===== src/hw/eif_ctrl_map.svh =====
// Register map, bit positions, reset values and timing counts of the external
// interrupt controller. Assumes 32-bit register words on an AHB-Lite slave.
`ifndef EIF_CTRL_MAP_SVH
`define EIF_CTRL_MAP_SVH

// ----------------------------------------------------------------------------
// Register offsets
// ----------------------------------------------------------------------------
`define EIF_OFS_EDGE_A      8'h00
`define EIF_OFS_EDGE_B      8'h04
`define EIF_OFS_PMODE_A     8'h08
`define EIF_OFS_PMODE_B     8'h0C
`define EIF_OFS_ENABLE_A    8'h10
`define EIF_OFS_FLAG_A      8'h14
`define EIF_OFS_WAKE_FLAGS  8'h18
`define EIF_OFS_CCR         8'h1C
`define EIF_OFS_STATUS      8'h20

// ----------------------------------------------------------------------------
// Field positions
// ----------------------------------------------------------------------------
`define EIF_BIT_NMI_EDGE    7
`define EIF_BIT_DT          7
`define EIF_BIT_TIMER       6
`define EIF_BIT_WAKE_EN     5
`define EIF_BIT_MASK        7
`define EIF_BIT_RUNNING     16

// ----------------------------------------------------------------------------
// Reset values and read-as-one masks
// ----------------------------------------------------------------------------
`define EIF_RST_BYTE        8'h00
`define EIF_RST_WAKE        6'h00
`define EIF_RST_REQ         4'h0
`define EIF_ONES_WAKE       8'hC0
`define EIF_ONES_FLAG_A     8'h30
`define EIF_ONES_ENABLE_A   8'h10

// ----------------------------------------------------------------------------
// Reset vector and timing
// ----------------------------------------------------------------------------
`define EIF_VEC_ADDR_HI     16'h0000
`define EIF_VEC_ADDR_LO     16'h0001
`define EIF_RESET_MIN_CYC   10

`endif


===== src/hw/eif_pkg.sv =====
// Types shared by the external interrupt controller.
// Assumes nothing of its surroundings.
package eif_pkg;

    // ------------------------------------------------------------------------
    // Reset exception sequencer and interrupt source codes
    // ------------------------------------------------------------------------
    typedef enum logic [2:0] {
        EIF_ST_MASK,
        EIF_ST_RD_HI,
        EIF_ST_RD_LO,
        EIF_ST_LOAD,
        EIF_ST_RUN
    } eif_state_t;

    typedef enum logic [3:0] {
        EIF_SRC_NONE,
        EIF_SRC_NMI,
        EIF_SRC_REQ0,
        EIF_SRC_REQ1,
        EIF_SRC_REQ2,
        EIF_SRC_REQ3,
        EIF_SRC_WAKE,
        EIF_SRC_TIMER,
        EIF_SRC_DT
    } eif_src_t;

endpackage


===== src/hw/eif_ctrl.sv =====
// External interrupt flags, enables, edge detection and reset entry.
// Assumes an AHB-Lite master, a CPU core that pulses an accept strobe and a
// vector memory that answers one cycle after a read strobe.
//
// Summary of operation
// Wakeup flag register bits 7 and 6 always read as one.
// Six wakeup flags set on selected edge of enabled pin, reset to zero.
// Writing zero clears a wakeup flag until the next qualifying edge.
// While reset is low everything halts and all registers initialise.
// An outside reset must stay low for at least ten clock cycles; the testbench's first reset holds it low for four clock edges.
// After reset release the first step sets the interrupt mask bit.
// Then the vector at 0000 and 0001 loads the program counter.
// Non-maskable input detects rising or falling edge by one select bit.
// Non-maskable request is forwarded regardless of the mask bit.
// Each request pin has its own vector and own edge select bit.
// Request pin in interrupt mode sets its flag on selected edge.
// Accepting a request pin interrupt sets the mask bit.
// Each request pin reaches the CPU only when its enable is set.
// Six wakeup pins share one vector but keep separate edge selects.
// Wakeup pin in interrupt mode sets its flag and requests interrupt.
// One common enable gates all six wakeup requests.
// Timer overflow and direct transition flags and enables sit in register a.
// Peripheral request sets its flag; acceptance sets the mask bit.
// Clearing a peripheral enable stops that request reaching the CPU.
// Common wakeup enable is enable register bit five, reset zero.
// Software clears enables or flags only while the mask bit is set.
// Writing one to a flag bit leaves that flag unchanged.
//
// The register addresses and register access over AHB-Lite were decided locally.
`timescale 1ns/10ps
`include "eif_ctrl_map.svh"

module eif_ctrl #(
    parameter int NUM_REQ  = 4,
    parameter int NUM_WAKE = 6
) (
    // Clock and reset
    input  wire logic        sys_clk_in,
    input  wire logic        resetn_in,
    // AHB-Lite slave
    input  wire logic        hsel_in,
    input  wire logic [31:0] haddr_in,
    input  wire logic [1:0]  htrans_in,
    input  wire logic        hwrite_in,
    input  wire logic [2:0]  hsize_in,
    input  wire logic [31:0] hwdata_in,
    input  wire logic        hready_in,
    output logic      [31:0] hrdata_out,
    output logic             hreadyout_out,
    output logic             hresp_out,
    // External interrupt pins
    input  wire logic        nmi_pin_in,
    input  wire logic [3:0]  req_pin_in,
    input  wire logic [5:0]  wake_pin_in,
    // Peripheral request pulses
    input  wire logic        timer_overflow_in,
    input  wire logic        direct_transition_in,
    // CPU core
    input  wire logic        cpu_accept_in,
    output logic             nmi_req_out,
    output logic             irq_req_out,
    output logic      [3:0]  irq_source_out,
    output logic             mask_bit_out,
    output logic             halt_out,
    // Vector fetch
    output logic             vec_rd_out,
    output logic      [15:0] vec_addr_out,
    input  wire logic [7:0]  vec_data_in,
    output logic      [15:0] pc_out,
    output logic             pc_valid_out
);

    localparam int NPIN = 1 + NUM_REQ + NUM_WAKE;

    // ------------------------------------------------------------------------
    // Registers
    // ------------------------------------------------------------------------
    logic [7:0]          edge_select_reg_a;
    logic [7:0]          edge_select_reg_b;
    logic [7:0]          port_mode_reg_a;
    logic [7:0]          port_mode_reg_b;
    logic [7:0]          enable_reg_a;
    logic [NUM_REQ-1:0]  req_flag_reg;
    logic                timer_flag_reg;
    logic                dt_flag_reg;
    logic [NUM_WAKE-1:0] wake_flag_reg;
    logic                nmi_pend_reg;
    logic                mask_reg;
    eif_pkg::eif_state_t state_reg;
    eif_pkg::eif_src_t   src_reg;
    eif_pkg::eif_src_t   src_next;
    logic [7:0]          vec_hi_reg;

    // ------------------------------------------------------------------------
    // Bus slave: address phase captured, write done in data phase
    // ------------------------------------------------------------------------
    logic       dp_wr_reg;
    logic       dp_rd_reg;
    logic [7:0] dp_addr_reg;
    logic       ap_valid;
    logic [7:0] wbyte;

    assign ap_valid      = hsel_in && hready_in && htrans_in[1];
    assign hreadyout_out = 1'b1;
    assign hresp_out     = 1'b0;
    assign wbyte         = hwdata_in[7:0];

    always_ff @(posedge sys_clk_in or negedge resetn_in) begin
        if (!resetn_in) begin
            dp_wr_reg   <= 1'b0;
            dp_rd_reg   <= 1'b0;
            dp_addr_reg <= 8'h00;
        end else if (hready_in) begin
            dp_wr_reg   <= ap_valid && hwrite_in;
            dp_rd_reg   <= ap_valid && !hwrite_in;
            dp_addr_reg <= (haddr_in[31:8] == 24'h000000) ? haddr_in[7:0] : 8'hFF;
        end
    end

    function automatic logic wr_at(input logic [7:0] ofs);
        wr_at = dp_wr_reg && (dp_addr_reg == ofs);
    endfunction

    always_comb begin
        hrdata_out = 32'h00000000;
        if (dp_rd_reg) begin
            case (dp_addr_reg)
                `EIF_OFS_EDGE_A:     hrdata_out[7:0] = edge_select_reg_a;
                `EIF_OFS_EDGE_B:     hrdata_out[7:0] = edge_select_reg_b;
                `EIF_OFS_PMODE_A:    hrdata_out[7:0] = port_mode_reg_a;
                `EIF_OFS_PMODE_B:    hrdata_out[7:0] = port_mode_reg_b;
                `EIF_OFS_ENABLE_A:   hrdata_out[7:0] = enable_reg_a | `EIF_ONES_ENABLE_A;
                `EIF_OFS_FLAG_A:     hrdata_out[7:0] = {dt_flag_reg, timer_flag_reg, 2'b00,
                                                        req_flag_reg} | `EIF_ONES_FLAG_A;
                `EIF_OFS_WAKE_FLAGS: hrdata_out[7:0] = {2'b00, wake_flag_reg}
                                                       | `EIF_ONES_WAKE;
                `EIF_OFS_CCR:        hrdata_out[`EIF_BIT_MASK] = mask_reg;
                `EIF_OFS_STATUS:     hrdata_out = {15'h0000,
                                                   state_reg == eif_pkg::EIF_ST_RUN, pc_out};
                default:             hrdata_out = 32'h00000000;
            endcase
        end
    end

    // ------------------------------------------------------------------------
    // Configuration registers
    // ------------------------------------------------------------------------
    always_ff @(posedge sys_clk_in or negedge resetn_in) begin
        if (!resetn_in) begin
            edge_select_reg_a <= `EIF_RST_BYTE;
            edge_select_reg_b <= `EIF_RST_BYTE;
            port_mode_reg_a   <= `EIF_RST_BYTE;
            port_mode_reg_b   <= `EIF_RST_BYTE;
            enable_reg_a      <= `EIF_RST_BYTE;
        end else begin
            if (wr_at(`EIF_OFS_EDGE_A)) begin
                edge_select_reg_a <= wbyte & 8'h8F;
            end
            if (wr_at(`EIF_OFS_EDGE_B)) begin
                edge_select_reg_b <= wbyte & 8'h3F;
            end
            if (wr_at(`EIF_OFS_PMODE_A)) begin
                port_mode_reg_a <= wbyte & 8'h0F;
            end
            if (wr_at(`EIF_OFS_PMODE_B)) begin
                port_mode_reg_b <= wbyte & 8'h3F;
            end
            if (wr_at(`EIF_OFS_ENABLE_A)) begin
                enable_reg_a <= wbyte & 8'hEF;
            end
        end
    end

    // ------------------------------------------------------------------------
    // Pin synchronisers and edge detection
    // ------------------------------------------------------------------------
    // A level change is only believed once the second and third stages agree,
    // which also rejects single-cycle glitches on the pins.
    logic [NPIN-1:0] pin_raw;
    logic [NPIN-1:0] sync1_reg;
    logic [NPIN-1:0] sync2_reg;
    logic [NPIN-1:0] sync3_reg;
    logic [NPIN-1:0] level_reg;
    logic [NPIN-1:0] edge_sel;
    logic [NPIN-1:0] pin_edge;

    assign pin_raw  = {wake_pin_in, req_pin_in, nmi_pin_in};
    assign edge_sel = {edge_select_reg_b[NUM_WAKE-1:0], edge_select_reg_a[NUM_REQ-1:0],
                       edge_select_reg_a[`EIF_BIT_NMI_EDGE]};

    always_ff @(posedge sys_clk_in or negedge resetn_in) begin
        if (!resetn_in) begin
            sync1_reg <= '1;
            sync2_reg <= '1;
            sync3_reg <= '1;
        end else begin
            sync1_reg <= pin_raw;
            sync2_reg <= sync1_reg;
            sync3_reg <= sync2_reg;
        end
    end

    genvar gi;
    generate
        for (gi = 0; gi < NPIN; gi++) begin : g_pin
            logic agree;
            assign agree = (sync2_reg[gi] == sync3_reg[gi]);
            // Edge select one means rising, zero means falling.
            assign pin_edge[gi] = agree && (sync3_reg[gi] != level_reg[gi])
                                  && (sync3_reg[gi] == edge_sel[gi]);
            always_ff @(posedge sys_clk_in or negedge resetn_in) begin
                if (!resetn_in) begin
                    level_reg[gi] <= 1'b1;
                end else if (agree) begin
                    level_reg[gi] <= sync3_reg[gi];
                end
            end
        end
    endgenerate

    logic [NUM_REQ-1:0]  req_set;
    logic [NUM_WAKE-1:0] wake_set;
    assign req_set  = pin_edge[NUM_REQ:1] & port_mode_reg_a[NUM_REQ-1:0];
    assign wake_set = pin_edge[NPIN-1:NUM_REQ+1] & port_mode_reg_b[NUM_WAKE-1:0];

    // ------------------------------------------------------------------------
    // Request flags: a set in the clearing cycle wins over the clear
    // ------------------------------------------------------------------------
    logic [7:0] clr_a;
    logic [7:0] clr_w;
    assign clr_a = wr_at(`EIF_OFS_FLAG_A) ? ~wbyte : 8'h00;
    assign clr_w = wr_at(`EIF_OFS_WAKE_FLAGS) ? ~wbyte : 8'h00;

    always_ff @(posedge sys_clk_in or negedge resetn_in) begin
        if (!resetn_in) begin
            req_flag_reg   <= `EIF_RST_REQ;
            timer_flag_reg <= 1'b0;
            dt_flag_reg    <= 1'b0;
        end else begin
            req_flag_reg   <= (req_flag_reg & ~clr_a[NUM_REQ-1:0]) | req_set;
            timer_flag_reg <= (timer_flag_reg & ~clr_a[`EIF_BIT_TIMER])
                              | timer_overflow_in;
            dt_flag_reg    <= (dt_flag_reg & ~clr_a[`EIF_BIT_DT])
                              | direct_transition_in;
        end
    end

    always_ff @(posedge sys_clk_in or negedge resetn_in) begin
        if (!resetn_in) begin
            wake_flag_reg <= `EIF_RST_WAKE;
        end else begin
            wake_flag_reg <= (wake_flag_reg & ~clr_w[NUM_WAKE-1:0]) | wake_set;
        end
    end

    // ------------------------------------------------------------------------
    // Requests towards the CPU
    // ------------------------------------------------------------------------
    logic                running;
    logic [NUM_REQ-1:0]  req_live;
    logic                wake_live;
    logic                timer_live;
    logic                dt_live;
    logic                accept_nmi;

    assign running    = (state_reg == eif_pkg::EIF_ST_RUN);
    assign req_live   = req_flag_reg & enable_reg_a[NUM_REQ-1:0];
    assign wake_live  = (|wake_flag_reg) && enable_reg_a[`EIF_BIT_WAKE_EN];
    assign timer_live = timer_flag_reg && enable_reg_a[`EIF_BIT_TIMER];
    assign dt_live    = dt_flag_reg && enable_reg_a[`EIF_BIT_DT];
    assign accept_nmi = cpu_accept_in && running && (src_reg == eif_pkg::EIF_SRC_NMI);

    always_ff @(posedge sys_clk_in or negedge resetn_in) begin
        if (!resetn_in) begin
            nmi_pend_reg <= 1'b0;
        end else begin
            nmi_pend_reg <= (nmi_pend_reg && !accept_nmi) || pin_edge[0];
        end
    end

    // Fixed order stands in for the arbiter; each source keeps its own code.
    always_comb begin
        src_next = eif_pkg::EIF_SRC_NONE;
        if (nmi_pend_reg) begin
            src_next = eif_pkg::EIF_SRC_NMI;
        end else if (!mask_reg) begin
            if (req_live[0]) begin
                src_next = eif_pkg::EIF_SRC_REQ0;
            end else if (req_live[1]) begin
                src_next = eif_pkg::EIF_SRC_REQ1;
            end else if (req_live[2]) begin
                src_next = eif_pkg::EIF_SRC_REQ2;
            end else if (req_live[3]) begin
                src_next = eif_pkg::EIF_SRC_REQ3;
            end else if (wake_live) begin
                src_next = eif_pkg::EIF_SRC_WAKE;
            end else if (timer_live) begin
                src_next = eif_pkg::EIF_SRC_TIMER;
            end else if (dt_live) begin
                src_next = eif_pkg::EIF_SRC_DT;
            end
        end
    end

    // Nothing is forwarded before the reset entry finishes, so no interrupt
    // can be taken before the program counter has been loaded.
    always_ff @(posedge sys_clk_in or negedge resetn_in) begin
        if (!resetn_in) begin
            src_reg <= eif_pkg::EIF_SRC_NONE;
        end else if (running) begin
            src_reg <= src_next;
        end else begin
            src_reg <= eif_pkg::EIF_SRC_NONE;
        end
    end

    assign nmi_req_out    = (src_reg == eif_pkg::EIF_SRC_NMI);
    assign irq_req_out    = (src_reg != eif_pkg::EIF_SRC_NONE) && !nmi_req_out && !mask_reg;
    assign irq_source_out = src_reg;
    assign mask_bit_out   = mask_reg;

    // ------------------------------------------------------------------------
    // Interrupt mask bit
    // ------------------------------------------------------------------------
    always_ff @(posedge sys_clk_in or negedge resetn_in) begin
        if (!resetn_in) begin
            mask_reg <= 1'b1;
        end else if (state_reg == eif_pkg::EIF_ST_MASK) begin
            mask_reg <= 1'b1;
        end else if (cpu_accept_in && running && src_reg != eif_pkg::EIF_SRC_NONE) begin
            mask_reg <= 1'b1;
        end else if (wr_at(`EIF_OFS_CCR)) begin
            mask_reg <= wbyte[`EIF_BIT_MASK];
        end
    end

    // ------------------------------------------------------------------------
    // Reset exception sequencer
    // ------------------------------------------------------------------------
    always_ff @(posedge sys_clk_in or negedge resetn_in) begin
        if (!resetn_in) begin
            state_reg    <= eif_pkg::EIF_ST_MASK;
            vec_rd_out   <= 1'b0;
            vec_addr_out <= `EIF_VEC_ADDR_HI;
            vec_hi_reg   <= 8'h00;
            pc_out       <= 16'h0000;
            pc_valid_out <= 1'b0;
        end else begin
            case (state_reg)
                eif_pkg::EIF_ST_MASK: begin
                    state_reg    <= eif_pkg::EIF_ST_RD_HI;
                    vec_rd_out   <= 1'b1;
                    vec_addr_out <= `EIF_VEC_ADDR_HI;
                end
                eif_pkg::EIF_ST_RD_HI: begin
                    state_reg    <= eif_pkg::EIF_ST_RD_LO;
                    vec_addr_out <= `EIF_VEC_ADDR_LO;
                end
                eif_pkg::EIF_ST_RD_LO: begin
                    state_reg  <= eif_pkg::EIF_ST_LOAD;
                    vec_rd_out <= 1'b0;
                    vec_hi_reg <= vec_data_in;
                end
                eif_pkg::EIF_ST_LOAD: begin
                    state_reg    <= eif_pkg::EIF_ST_RUN;
                    pc_out       <= {vec_hi_reg, vec_data_in};
                    pc_valid_out <= 1'b1;
                end
                eif_pkg::EIF_ST_RUN: begin
                    state_reg <= eif_pkg::EIF_ST_RUN;
                end
                default: begin
                    state_reg <= eif_pkg::EIF_ST_MASK;
                end
            endcase
        end
    end

    assign halt_out = !running;
endmodule


===== config.mk =====
export PLATFORM = sky130hd
export DESIGN_NAME = eif_ctrl
export DESIGN_NICKNAME = d
export VERILOG_FILES = /design/src/hw/eif_pkg.sv /design/src/hw/eif_ctrl.sv
export VERILOG_INCLUDE_DIRS = /design/src /design/src/hw
export SDC_FILE = /design/constraint.sdc
export NUM_CORES = 1
export LEC_CHECK = 0
export BUFFER_PORTS_ARGS = -buffer_cell sky130_fd_sc_hd__buf_4
export CORE_ASPECT_RATIO = 1.5
export CORE_MARGIN = 8
export CORE_UTILIZATION = 42
export CTS_BUF_LIST = sky130_fd_sc_hd__clkbuf_8
export CTS_CLUSTER_SIZE = 24
export DETAILED_ROUTE_END_ITERATION = 12
export PLACE_DENSITY = 0.76
export SYNTH_ARGS = -nofsm -noshare
export SYNTH_HDL_FRONTEND = slang
export SYNTH_SLANG_ARGS = --single-unit

===== constraint.sdc =====
create_clock -name sys_clk_in -period 1.9 [get_ports sys_clk_in]
set_clock_uncertainty 0.15 [all_clocks]
set_input_delay 0.285 -clock sys_clk_in [delete_from_list [all_inputs] [get_ports sys_clk_in]]
set_output_delay 0.285 -clock sys_clk_in [all_outputs]
set_load 0.02 [all_outputs]

; Word-level counts from Yosys, hierarchy flattened
; Index checks and enable logic that the tools add are counted.
[word_totals]
reg_bits = 145
inputBits = 96
out_inout_bits = 76
[op_classes]
n_eq_ne = 46
mux = 23
bitwise = 16
n_reduce_logical = 58
[op_table]
columns = cell, count
row1 = $pmux 7 s8, 1
row2 = $logic_and 1x1->1, 43
row3 = $mux 4, 10
row4 = $eq 8x5->1 const B, 4
row5 = $mux 32, 1
row6 = $pmux 16 s2, 1
row7 = $logic_not 24->1, 1
row8 = $eq 1x1->1, 22
row9 = $eq 8x4->1 const B, 2
row10 = $mux 8, 2
row11 = $and 4x4->4, 3
row12 = $and 6x6->6, 2
row13 = $pmux 3 s4, 1
row14 = $ne 1x1->1, 11
row15 = $mux 9, 1
row16 = $eq 8x3->1 const B, 1
row17 = $eq 8x6->1 const B, 1
row18 = $logic_not 8->1, 1
row19 = $not 8->8, 1
row20 = $eq 3x2->1 const B, 2
row21 = $mux 6, 1
row22 = $not 6->6, 1
row23 = $or 6x6->6, 1
row24 = $pmux 1 s6, 1
row25 = 18 further kinds, 28

; Depth between registers and ports, before layout
; Gate-level depths: netlist (run 1).
[logic_depth]
depth_word = 11
mapped_depth = 6

; Worst setup path after synthesis (run 1)
; OpenSTA, ideal clock, no wires.
[synth_timing]
path_kind = register -> output
from = register dp_addr_reg[5]
to = output port hrdata_out[4]
t_arrival_ns = 1.786
t_required_ns = 1.465
slack_ns = -0.321
path_stages_with_launch = 6
path_buffers = 1
cell_sequence = dfrtp_1 -> buf_6 -> nor4b_4 -> a41oi_1 -> or4_1 -> a21oi_1
[synth_between]
elab_chain_len = 3
[synth_rtl]
columns = item, line_no
row1 = "start, declared", eif_ctrl.sv:99  ; logic [7:0] dp_addr_reg;
row2 = "start signal, assigned", eif_ctrl.sv:116  ; dp_addr_reg <= (haddr_in[31:8] == 24'h000000) ? haddr_in[7:0] : 8'hFF;
row3 = $eq 8x6->1 (tied with other cells), eif_ctrl.sv:127  ; case (dp_addr_reg)
row4 = $pmux 7 s8 (*), eif_ctrl.sv:127
row5 = $mux 32 (*), eif_ctrl.sv:126  ; if (dp_rd_reg) begin
row6 = "end, declared", eif_ctrl.sv:48  ; output logic [31:0] hrdata_out,
; Mark *: on every way between the ends. The rest lies on a longest branch, timed or not.

; Worst setup path after layout (run 1)
[layout_timing]
from = register dp_addr_reg[7]
to = output port hrdata_out[4]
; The elaborated chain is that of the path after synthesis.

==> metrics, run 1 <==
WP data required=roughly 1.5 ns; CTS tree=built; Top Metal Used=met4; synthesis-to-finish area growth=42.4%; Reg with most FFs=pc_out; unrepaired setup endpoints after global routing=true; final worst-path cycle share=132%; Fin. Hold Viols=0; first-pass detailed-route iteration total=5; sw frac=24.3%; Psw=between 1 and 1.5 mW; MaxCap Viol Count=0; Critical Path End Type=output port; initial drt markers=about 240; Met1 Wirelength=5800 um; Synth Cell Area=just under 0.006 mm2; gr usage total=about 17%; status=complete, but fails checks; root buffer cell=clkbuf_8; crit-path max FO=3; Mapped Avg Cell Area=12.6 um2; Placer Congestion=between 0.8 and 0.9; count leader, synth=dfrtp_1; Crit path arrival time=about 2.1 ns; Area contributors post-synth=dfrtp_1, dfstp_2, mux2_2; Sink Count=130; chip height=roughly 160 um; post-layout total power=5.65 mW; # setup viols final=33; Synth top area share=a little over a third; Clk pwr share=about a third; Setup WS post-layout=-0.615 ns; FF+latch count, synth=between 100 and 150; Vias/cell=~5.3; Ys Warns=0; Fmax=about 0.40 GHz; HPWL Detailed=approximately 11000 um; maximum vdd drop=approximately 0.43 mV; ant diodes=0; Port-buffer cells=between 100 and 150; fill cell count=between 1000 and 1500; worst hold path type=in -> reg; nets@finish=about 770; crit path kind=reg -> out; core area=approximately 0.014 mm2; most frequent cells after synthesis=dfrtp_1, mux2_2, dfstp_2; CTS Buffer Depth=2; Post-synth EDFFs=0; # rows=between 50 and 60; clock slew seen by the registers of the worst setup and hold paths=around 0.07 ns; Tmin final=2.51 ns; total congestion overflow=0; P_leak=3.67 nW; multi-input logic area=about 0.0027 mm2; Antenna Nets Post-Route=0; vias in the first global route=4785; fraction of layout cells with a size suffix above 1=52.7%; number of remaining DRC errors=0; max-slew violation count=0; Top FF cell, synth=dfrtp_1; htree depth=4; pin count of the biggest net entering global routing=52; initial antenna violation count=0; num ports=roughly 170; first-pass GRT wire length=between 20000 and 25000 um; Sequential Power Share=a little over half; area leader, netlist=dfrtp_1; final WL=15200 um; Async SR Flop Fraction=100%; Pwr Density=about 680 mW/mm2; max FFs per register=16; synth unique cells=between 60 and 70; met2 wire len=approximately 8000 um; R2R setup slack=-0.30 ns; failing checks=negative setup slack; Post-Syn Instances=roughly 470; register area share after synthesis=between 50% and 60%; Worst-Skew Late Latency=around 0.42 ns; metal3 WL=just over 800 um; initial core utilization=42.3%; Hold Slack=~0.021 ns; register area=roughly 0.0033 mm2; Die X=between 100 and 150 um; Power Internal=between 4 and 5 mW; clock buffer count from CTS=17; Via Count=about 4500; part of the power in combinational logic=between 10% and 20%; startpoint types=flop; Die ar.=0.0181 mm2; drt wl/cell=between 15 and 20 um
-- final cells by class --
class | instances | share of cell area, %
tap | 165 | 2.47
inverter | 6 | 0.270
multi-input combinational | 316 | 31.8
clock buffer | 18 | 2.97
sequential | 130 | 39.7
clock inverter | 14 | 1.05
timing repair buffer | 207 | 21.7
-- logic make-up (layout without fill, tap and decap cells) --
group                      after synthesis  count (layout)  share of synthesized area, %
DFF                                    130             130                          56.4
and+or+nand+nor                        127             128                          14.4
AOI/OAI and AO/OA                       77              77                          8.26
muxes                                   67              67                          13.1
buffers and inverters                   52             245                          5.66
adders and majority gates               11              11                          1.88
other                                    2              32                         0.128
xor gates and xnor gates                 1               1                         0.149
-- per-layer routing --
layer,up-vias,track usage [%]
li1,2086,-
met1,2291,17.8
met2,137,30.2
met3,25,5.15
met4,0,6.72
met5,-,0
-- metrics by stage --
stage	TNS, ns	setup WS [ns]	cell area (um2)	std cells	util, %
global route	-15.04	-0.718	8350	856	60.3
detailed placement	-4.93	-0.218	7220	777	52.1
floorplan	-0.903	-0.105	6070	497	-
CTS	-12.25	-0.645	8160	852	58.9
global placement	-4.03	-0.200	7220	777	52.1
finish	-12.48	-0.615	8350	856	60.3
-- path summary, 6_finish.rpt --
check	from	end	cells after the start
max	dp_addr_reg[7]	hrdata_out[4]	6
min	haddr_in[6]	dp_addr_reg[6]	3
max reg2reg	dp_addr_reg[7]	port_mode_reg_b[5]	7
min reg2reg	sync1_reg[1]	sync2_reg[1]	0
max in group asynchronous	resetn_in	mask_bit_out	3
min in group asynchronous	resetn_in	port_mode_reg_b[0]	2
-- power groups by stage --
stage          registers (mW)  clock network [mW]  logic, mW
5_1_grt                  3.06                2.19      0.662
4_1_cts                  3.04                2.07      0.611
2_1_floorplan            3.09                   0      0.270
3_5_place_dp             3.09                   0      0.542
3_3_place_gp             3.08                   0      0.527
6_report                 3.05                1.99      0.613
-- layout by cell type, fill, tap and decap left out, types with 7 or more instances in the layout --
cell type,instances
buf_4,138
dfrtp_1,78
dfstp_2,45
mux2_2,44
dlygate4sd3_1,38
conb_1,32
o21ai_0,26
buf_6,26
nand2_1,22
clkbuf_8,18
nor2_1,12
and3_4,11
inv_1,11
mux2_4,11
maj3_1,11
and4b_1,10
nor4b_1,10
mux2i_1,10
nor3_1,9
a21oi_1,8
clkinv_2,7
dfrtp_2,7
-- critical path: stages, from the launching register on --
cell	delay, ns
dfrtp_1	0.42
buf_6	0.14
or4_4	0.51
nor2_4	0.16
nand2_1	0.11
a21oi_4	0.18
buf_6	0.13
-- what timing repair did --
item / 4_1_cts / 5_1_grt
hold buffers: 38 / 0
resized for setup: 39 / 41
endpoints found under the hold margin: 92 / 0
buffers inserted: 5 / 4
pin swaps: 14 / 16
endpoints found under the setup margin: 54 / 49
gates cloned: 1 / 0
Power figures use the tool's default switching activity.
==> run 2: changes to the inputs <==
--- a/config.mk
+++ b/config.mk
@@ -14,6 +14,7 @@
 export CTS_CLUSTER_SIZE = 24
 export DETAILED_ROUTE_END_ITERATION = 12
 export PLACE_DENSITY = 0.76
+export RECOVER_POWER = 100
 export SYNTH_ARGS = -nofsm -noshare
 export SYNTH_HDL_FRONTEND = slang
 export SYNTH_SLANG_ARGS = --single-unit
==> run 2 against run 1 <==
  * The run still ends with negative setup slack left
  * Critical path depth unchanged
  * Cell count unchanged
  * Largest cell class unchanged
  * Highest routed layer unchanged
  * Non-clock buffer count unchanged
  * Via count decreased by 0.18%
  * Sequential cell count unchanged
==> metrics, run 2 (synthesized netlist as in run 1, its figures left out) <==
metal3 WL=849 um (+5.3%); nets@finish=774 (unchanged); register area=0.00332 mm2 (about the same); pin count of the biggest net entering global routing=52 (unchanged); crit-path cells=buf_6 -> or4_4 -> nor2_4 -> nand2_1 -> a21oi_4 -> buf_6; HPWL Detailed=11200 um (unchanged); fraction of layout cells with a size suffix above 1=47.0% (-5.6 points); max FFs per register=16 (unchanged); Die ar.=0.0181 mm2 (unchanged); initial drt markers=210 (-14%); gr usage total=16.8% (unchanged); Pwr Density=682 mW/mm2 (+0.79%); unrepaired setup endpoints after global routing=true; met2 wire len=8170 um (-0.64%); synthesis-to-finish area growth=40.4%; crit-path max FO=3 (unchanged); CTS tree=built; # rows=53 (unchanged); Max-slew headroom=a little under half; first-pass GRT wire length=24300 um (unchanged); Layout Cell Area excl Fill=0.00823 mm2 (-1.4%); MaxCap Viol Count=0 (unchanged); status=complete, but fails checks; failing checks=negative setup slack; Die X=112 um (unchanged); commonest non-fill, non-tap cell in the layout=buf_4; CP most frequent cell=buf_6; core area=0.0139 mm2 (unchanged); Fin. Hold Viols=0 (unchanged); initial antenna violation count=0 (unchanged); commonest cells after routing, fill and taps aside=buf_4, dfrtp_1, mux2_2; ant diodes=0 (unchanged); clock slew seen by the registers of the worst setup and hold paths=0.07 ns (about the same); Crit path arrival time=2.08 ns (about the same); htree depth=4 (unchanged); Crit path largest cell delay=0.51 ns (about the same); Slew @ Worst Pin=0.795 ns; maximum vdd drop=0.426 mV (-0.50%); Fmax=0.397 GHz (-0.14%); Sink Count=130 (unchanged); Placer Congestion=0.864 (unchanged); Slowest cell on crit path=or4_4; worst hold path type=in -> reg; root buffer cell=clkbuf_8; max-slew violation count=0 (unchanged); Critical Path End Type=output port; WP data required=1.46 ns (about the same); Worst Reg-to-Reg Cells=7 (unchanged); Worst-Skew Late Latency=0.42 ns (about the same); initial core utilization=42.3% (unchanged); total congestion overflow=0 (unchanged); # setup viols final=34 (+3.0%); Levels on crit path=6 (unchanged); chip height=161 um (unchanged); Vias/cell=5.29 (-0.18%); final WL=15200 um (about the same); multi-input logic area=0.00265 mm2 (-0.19%); CTS Buffer Depth=2 (unchanged); hold depth=3 (unchanged); Via Count=4531 (-0.18%); number of remaining DRC errors=0 (unchanged); Top Metal Used=met4; Port-buffer cells=111 (unchanged); placed inst area=0.00722 mm2 (unchanged); final core utilization=59.4% (-0.87 points); drt wl/cell=17.7 um (about the same); fill cell count=1106 (+3.5%); CP top delay family=simple AND/OR/NAND/NOR gates; Antenna Nets Post-Route=0 (unchanged); first-pass detailed-route iteration total=4 (-1); num ports=172 (unchanged); P_leak=3.56 nW (-2.9%); Reg with most FFs=pc_out; Met1 Wirelength=5790 um (-0.19%); Setup WS post-layout=-0.619 ns (-0.00362 ns); crit path kind=reg -> out; Tmin final=2.52 ns (+0.00362 ns); clock buffer count from CTS=17 (unchanged); vias in the first global route=4785 (unchanged); buffers plus inverters on the worst setup path=2 (unchanged); startpoint types=flop; final worst-path cycle share=133% (+0.19 points)
run 2: changes by cell type in the layout (fill, tap and decap cells not counted), moves of 12 or more:
cell / previous run / this run
buf_4: 138 / 99
clkbuf_1: 0 / 24
clkbuf_4: 0 / 13
dfstp_1: 0 / 12
dfstp_2: 45 / 33
run 2: final timing paths:
check	startpoint	to	slack [ns]
setup / recovery	dp_addr_reg[7]	hrdata_out[4]	-0.62
hold / removal	haddr_in[6]	dp_addr_reg[6]	0.02
setup reg to reg	dp_addr_reg[7]	port_mode_reg_b[5]	-0.29
hold reg to reg	sync1_reg[1]	sync2_reg[1]	0.21
max in group asynchronous	resetn_in	mask_bit_out	0.34
min in group asynchronous	resetn_in	edge_select_reg_b[0]	0.34
run 2: layout make-up:
type | count | share of cell area [%]
Clock buffer | 18 | 3.01
Clock inverter | 14 | 1.06
Inverter | 6 | 0.274
Multi-Input combinational cell | 316 | 32.2
Sequential cell | 130 | 40.3
Tap cell | 165 | 2.51
Timing Repair Buffer | 207 | 20.6
run 2: metrics by stage:
stage	setup slack [ns]	setup TNS [ns]	cells	power, mW	hold slack, ns
after detailed placement	-0.218	-4.93	777	3.63	0.107
after CTS	-0.645	-12.25	852	5.73	0.00472
after global placement	-0.200	-4.03	777	3.60	0.0982
after global routing	-0.718	-15.18	856	5.88	0.00923
final	-0.619	-12.51	856	5.61	0.0246
after floorplan	-0.105	-0.903	497	3.36	-0.161
run 2: where the power goes:
part	switching [mW]	internal, mW	total [mW]
logic	0.297	0.288	0.585
clock network	0.970	1.02	1.99
registers	0.104	2.94	3.04
total	1.37	4.24	5.61
run 2: what timing repair did:
action	in CTS	in global routing
endpoints found under the setup margin	54	49
hold buffers	38	0
cloned	1	0
gates resized for setup	39	41
endpoints found under the hold margin	92	0
pin swaps	14	16
setup buffers	5	4
run 2: routing by layer:
metal  global-route usage (%)  vias to the layer above
met2                     30.2                      139
met4                     6.72                        0
li1                         -                     2089
met3                     5.15                       28
met1                     17.8                     2275
met5                        0                        -
run 2: worst min-delay path: cells and delay by family:
family,cells,cell delay [ns]
simple gates,1,0.04
compound gates,1,0.15
buf+inv,1,0.08
==> run 3: changes to the inputs <==
--- a/config.mk
+++ b/config.mk
@@ -15,6 +15,7 @@
 export DETAILED_ROUTE_END_ITERATION = 12
 export PLACE_DENSITY = 0.76
 export RECOVER_POWER = 100
+export SKIP_CTS_REPAIR_TIMING = 1
 export SYNTH_ARGS = -nofsm -noshare
 export SYNTH_HDL_FRONTEND = slang
 export SYNTH_SLANG_ARGS = --single-unit
==> run 3 against run 2 <==
  * The flow still finishes with violations (negative setup slack)
  * Register-to-register slack worse by 0.02 ns
  * Sequential share of layout area is 0.62 points higher
  * Sequential cell count unchanged
  * Highest routed layer unchanged
  * Die area is the same
  * Cell count shrank 0.58%
  * Clock power about the same
  * Design area down 1.6%
==> metrics, run 3 (synthesized netlist as in run 1, its figures left out) <==
status=complete, but fails checks; failing checks=negative setup slack; startpoint types=flop; Max-slew headroom=47.5% (+0.50 points); Reg-to-Reg End=port_mode_reg_a[1]; ant diodes=0 (unchanged); Hold Path Sink=dp_addr_reg[5]; synthesis-to-finish area growth=38.2%; maximum vdd drop=0.428 mV (+0.70%); max-slew violation count=0 (unchanged); htree depth=4 (unchanged); unrepaired setup endpoints after global routing=true; Worst Reg-to-Reg Cells=6 (-1); Tmin final=2.51 ns (-0.00535 ns); crit path kind=reg -> out; # setup viols final=47 (+38%); commonest non-fill, non-tap cell in the layout=buf_4; number of remaining DRC errors=0 (unchanged); vias in the first global route=4565 (-4.6%); met1 track demand over resource=16.8% (-1.0 points); commonest cells after routing, fill and taps aside=buf_4, dfrtp_1, mux2_2; CTS Buffer Depth=2 (unchanged); worst hold path type=in -> reg; P_leak=3.54 nW (-0.61%); Vias/cell=5.27 (-0.37%); Fin. Hold Viols=0 (unchanged); initial antenna violation count=0 (unchanged); Crit path arrival time=2.08 ns (about the same); Port-buffer cells=111 (unchanged); Die X=112 um (unchanged); crit-path max FO=3 (unchanged); Sink Count=130 (unchanged); placed inst area=0.00722 mm2 (unchanged); Hold Startpoint=haddr_in[5]; final worst-path cycle share=132% (-0.28 points); Pwr Density=692 mW/mm2 (+1.4%); M2 GR Usage=28.7% (-1.5 points); max FFs per register=16 (unchanged); Setup WS pre-CTS=-0.218 ns (unchanged); Via Count=4488 (-0.95%); total congestion overflow=0 (unchanged); gr usage total=16.0% (-0.83 points); Setup WS post-layout=-0.613 ns (+0.00535 ns); Antenna Nets Post-Route=0 (unchanged); Fmax=0.398 GHz (+0.21%); first-pass detailed-route iteration total=4 (unchanged); final WL=14900 um (-1.6%); CTS tree=built; final core utilization=58.5% (-0.92 points); Critical Path End Type=output port; worst r2r src=dp_addr_reg[6]; clock buffer count from CTS=17 (unchanged); HPWL Detailed=11200 um (unchanged); root buffer cell=clkbuf_8; Reg with most FFs=pc_out; initial drt markers=182 (-13%); Placer Congestion=0.864 (unchanged); clock slew seen by the registers of the worst setup and hold paths=0.07 ns (about the same); Layout Cell Area excl Fill=0.00810 mm2 (-1.6%); pin count of the biggest net entering global routing=52 (unchanged); first-pass GRT wire length=23100 um (-5.0%); gr busiest metal=met2; Die ar.=0.0181 mm2 (unchanged); fill cell count=1129 (+2.1%); core area=0.0139 mm2 (unchanged); Slew @ Worst Pin=0.788 ns (-0.00744 ns); Global Route met3 Usage=4.92% (-0.23 points); num ports=172 (unchanged); drt wl/cell=17.5 um (-0.99%); Worst-Skew Late Latency=0.42 ns (about the same); Fin Setup TNS=-11.82 ns (+0.695 ns); hold depth=3 (unchanged); WP data required=1.46 ns (about the same); chip height=161 um (unchanged); nets@finish=769 (-0.65%); initial core utilization=42.3% (unchanged); Worst Setup SP=dp_addr_reg[1]; fraction of layout cells with a size suffix above 1=45.9% (-1.1 points); # rows=53 (unchanged); MaxCap Viol Count=0 (unchanged); R2R setup slack=-0.31 ns (-0.02 ns)
run 3: worst max path at each step:
stage                          endpoint  slack, ns  cells after the start
after floorplan           hrdata_out[6]      -0.11                      4
after global placement    hrdata_out[5]      -0.20                      5
after detailed placement  hrdata_out[0]      -0.22                      6
final                     hrdata_out[5]      -0.61                      7
after CTS                 hrdata_out[1]      -0.69                      4
after global routing      hrdata_out[7]      -0.73                      7
run 3: layout make-up:
cell class              count  area, um2  area share, %
flip-flops and latches    130       3310           40.9
multi-input cells         316       2600           32.1
repair buffers            202       1630           20.1
clock buffers              18        248           3.06
well taps                 165        206           2.55
clock inverters            14       87.6           1.08
inverters                   6       22.5          0.278
run 3: report_power, final:
part / leakage (nW) / switching [mW] / internal (mW)
Clock: 0.203 / 0.965 / 1.02
Sequential: 1.43 / 0.104 / 2.94
Combinational: 1.91 / 0.296 / 0.282
run 3: through the flow:
stage                     cells  hold WS, ns  power [mW]
final                       851       0.0106        5.60
after detailed placement    777        0.107        3.63
after global placement      777       0.0982        3.60
after floorplan             497       -0.161        3.36
after global routing        851      0.00307        5.87
after CTS                   809       -0.363        5.66
run 3: worst max-delay path, stage by stage, from the launching register on:
cell and delay, ns:
dfrtp_1 0.39, buf_4 0.15, or3b_4 0.41, buf_4 0.17, nor2_4 0.12, a22oi_1 0.10, a21oi_2 0.16, buf_4 0.16
run 3: per-layer routing:
metal  up-vias  wire length [um]
li1       2074                 -
met1      2249              5740
met2       144              8060
met3        21               872
met4         0               267
met5         -                 0
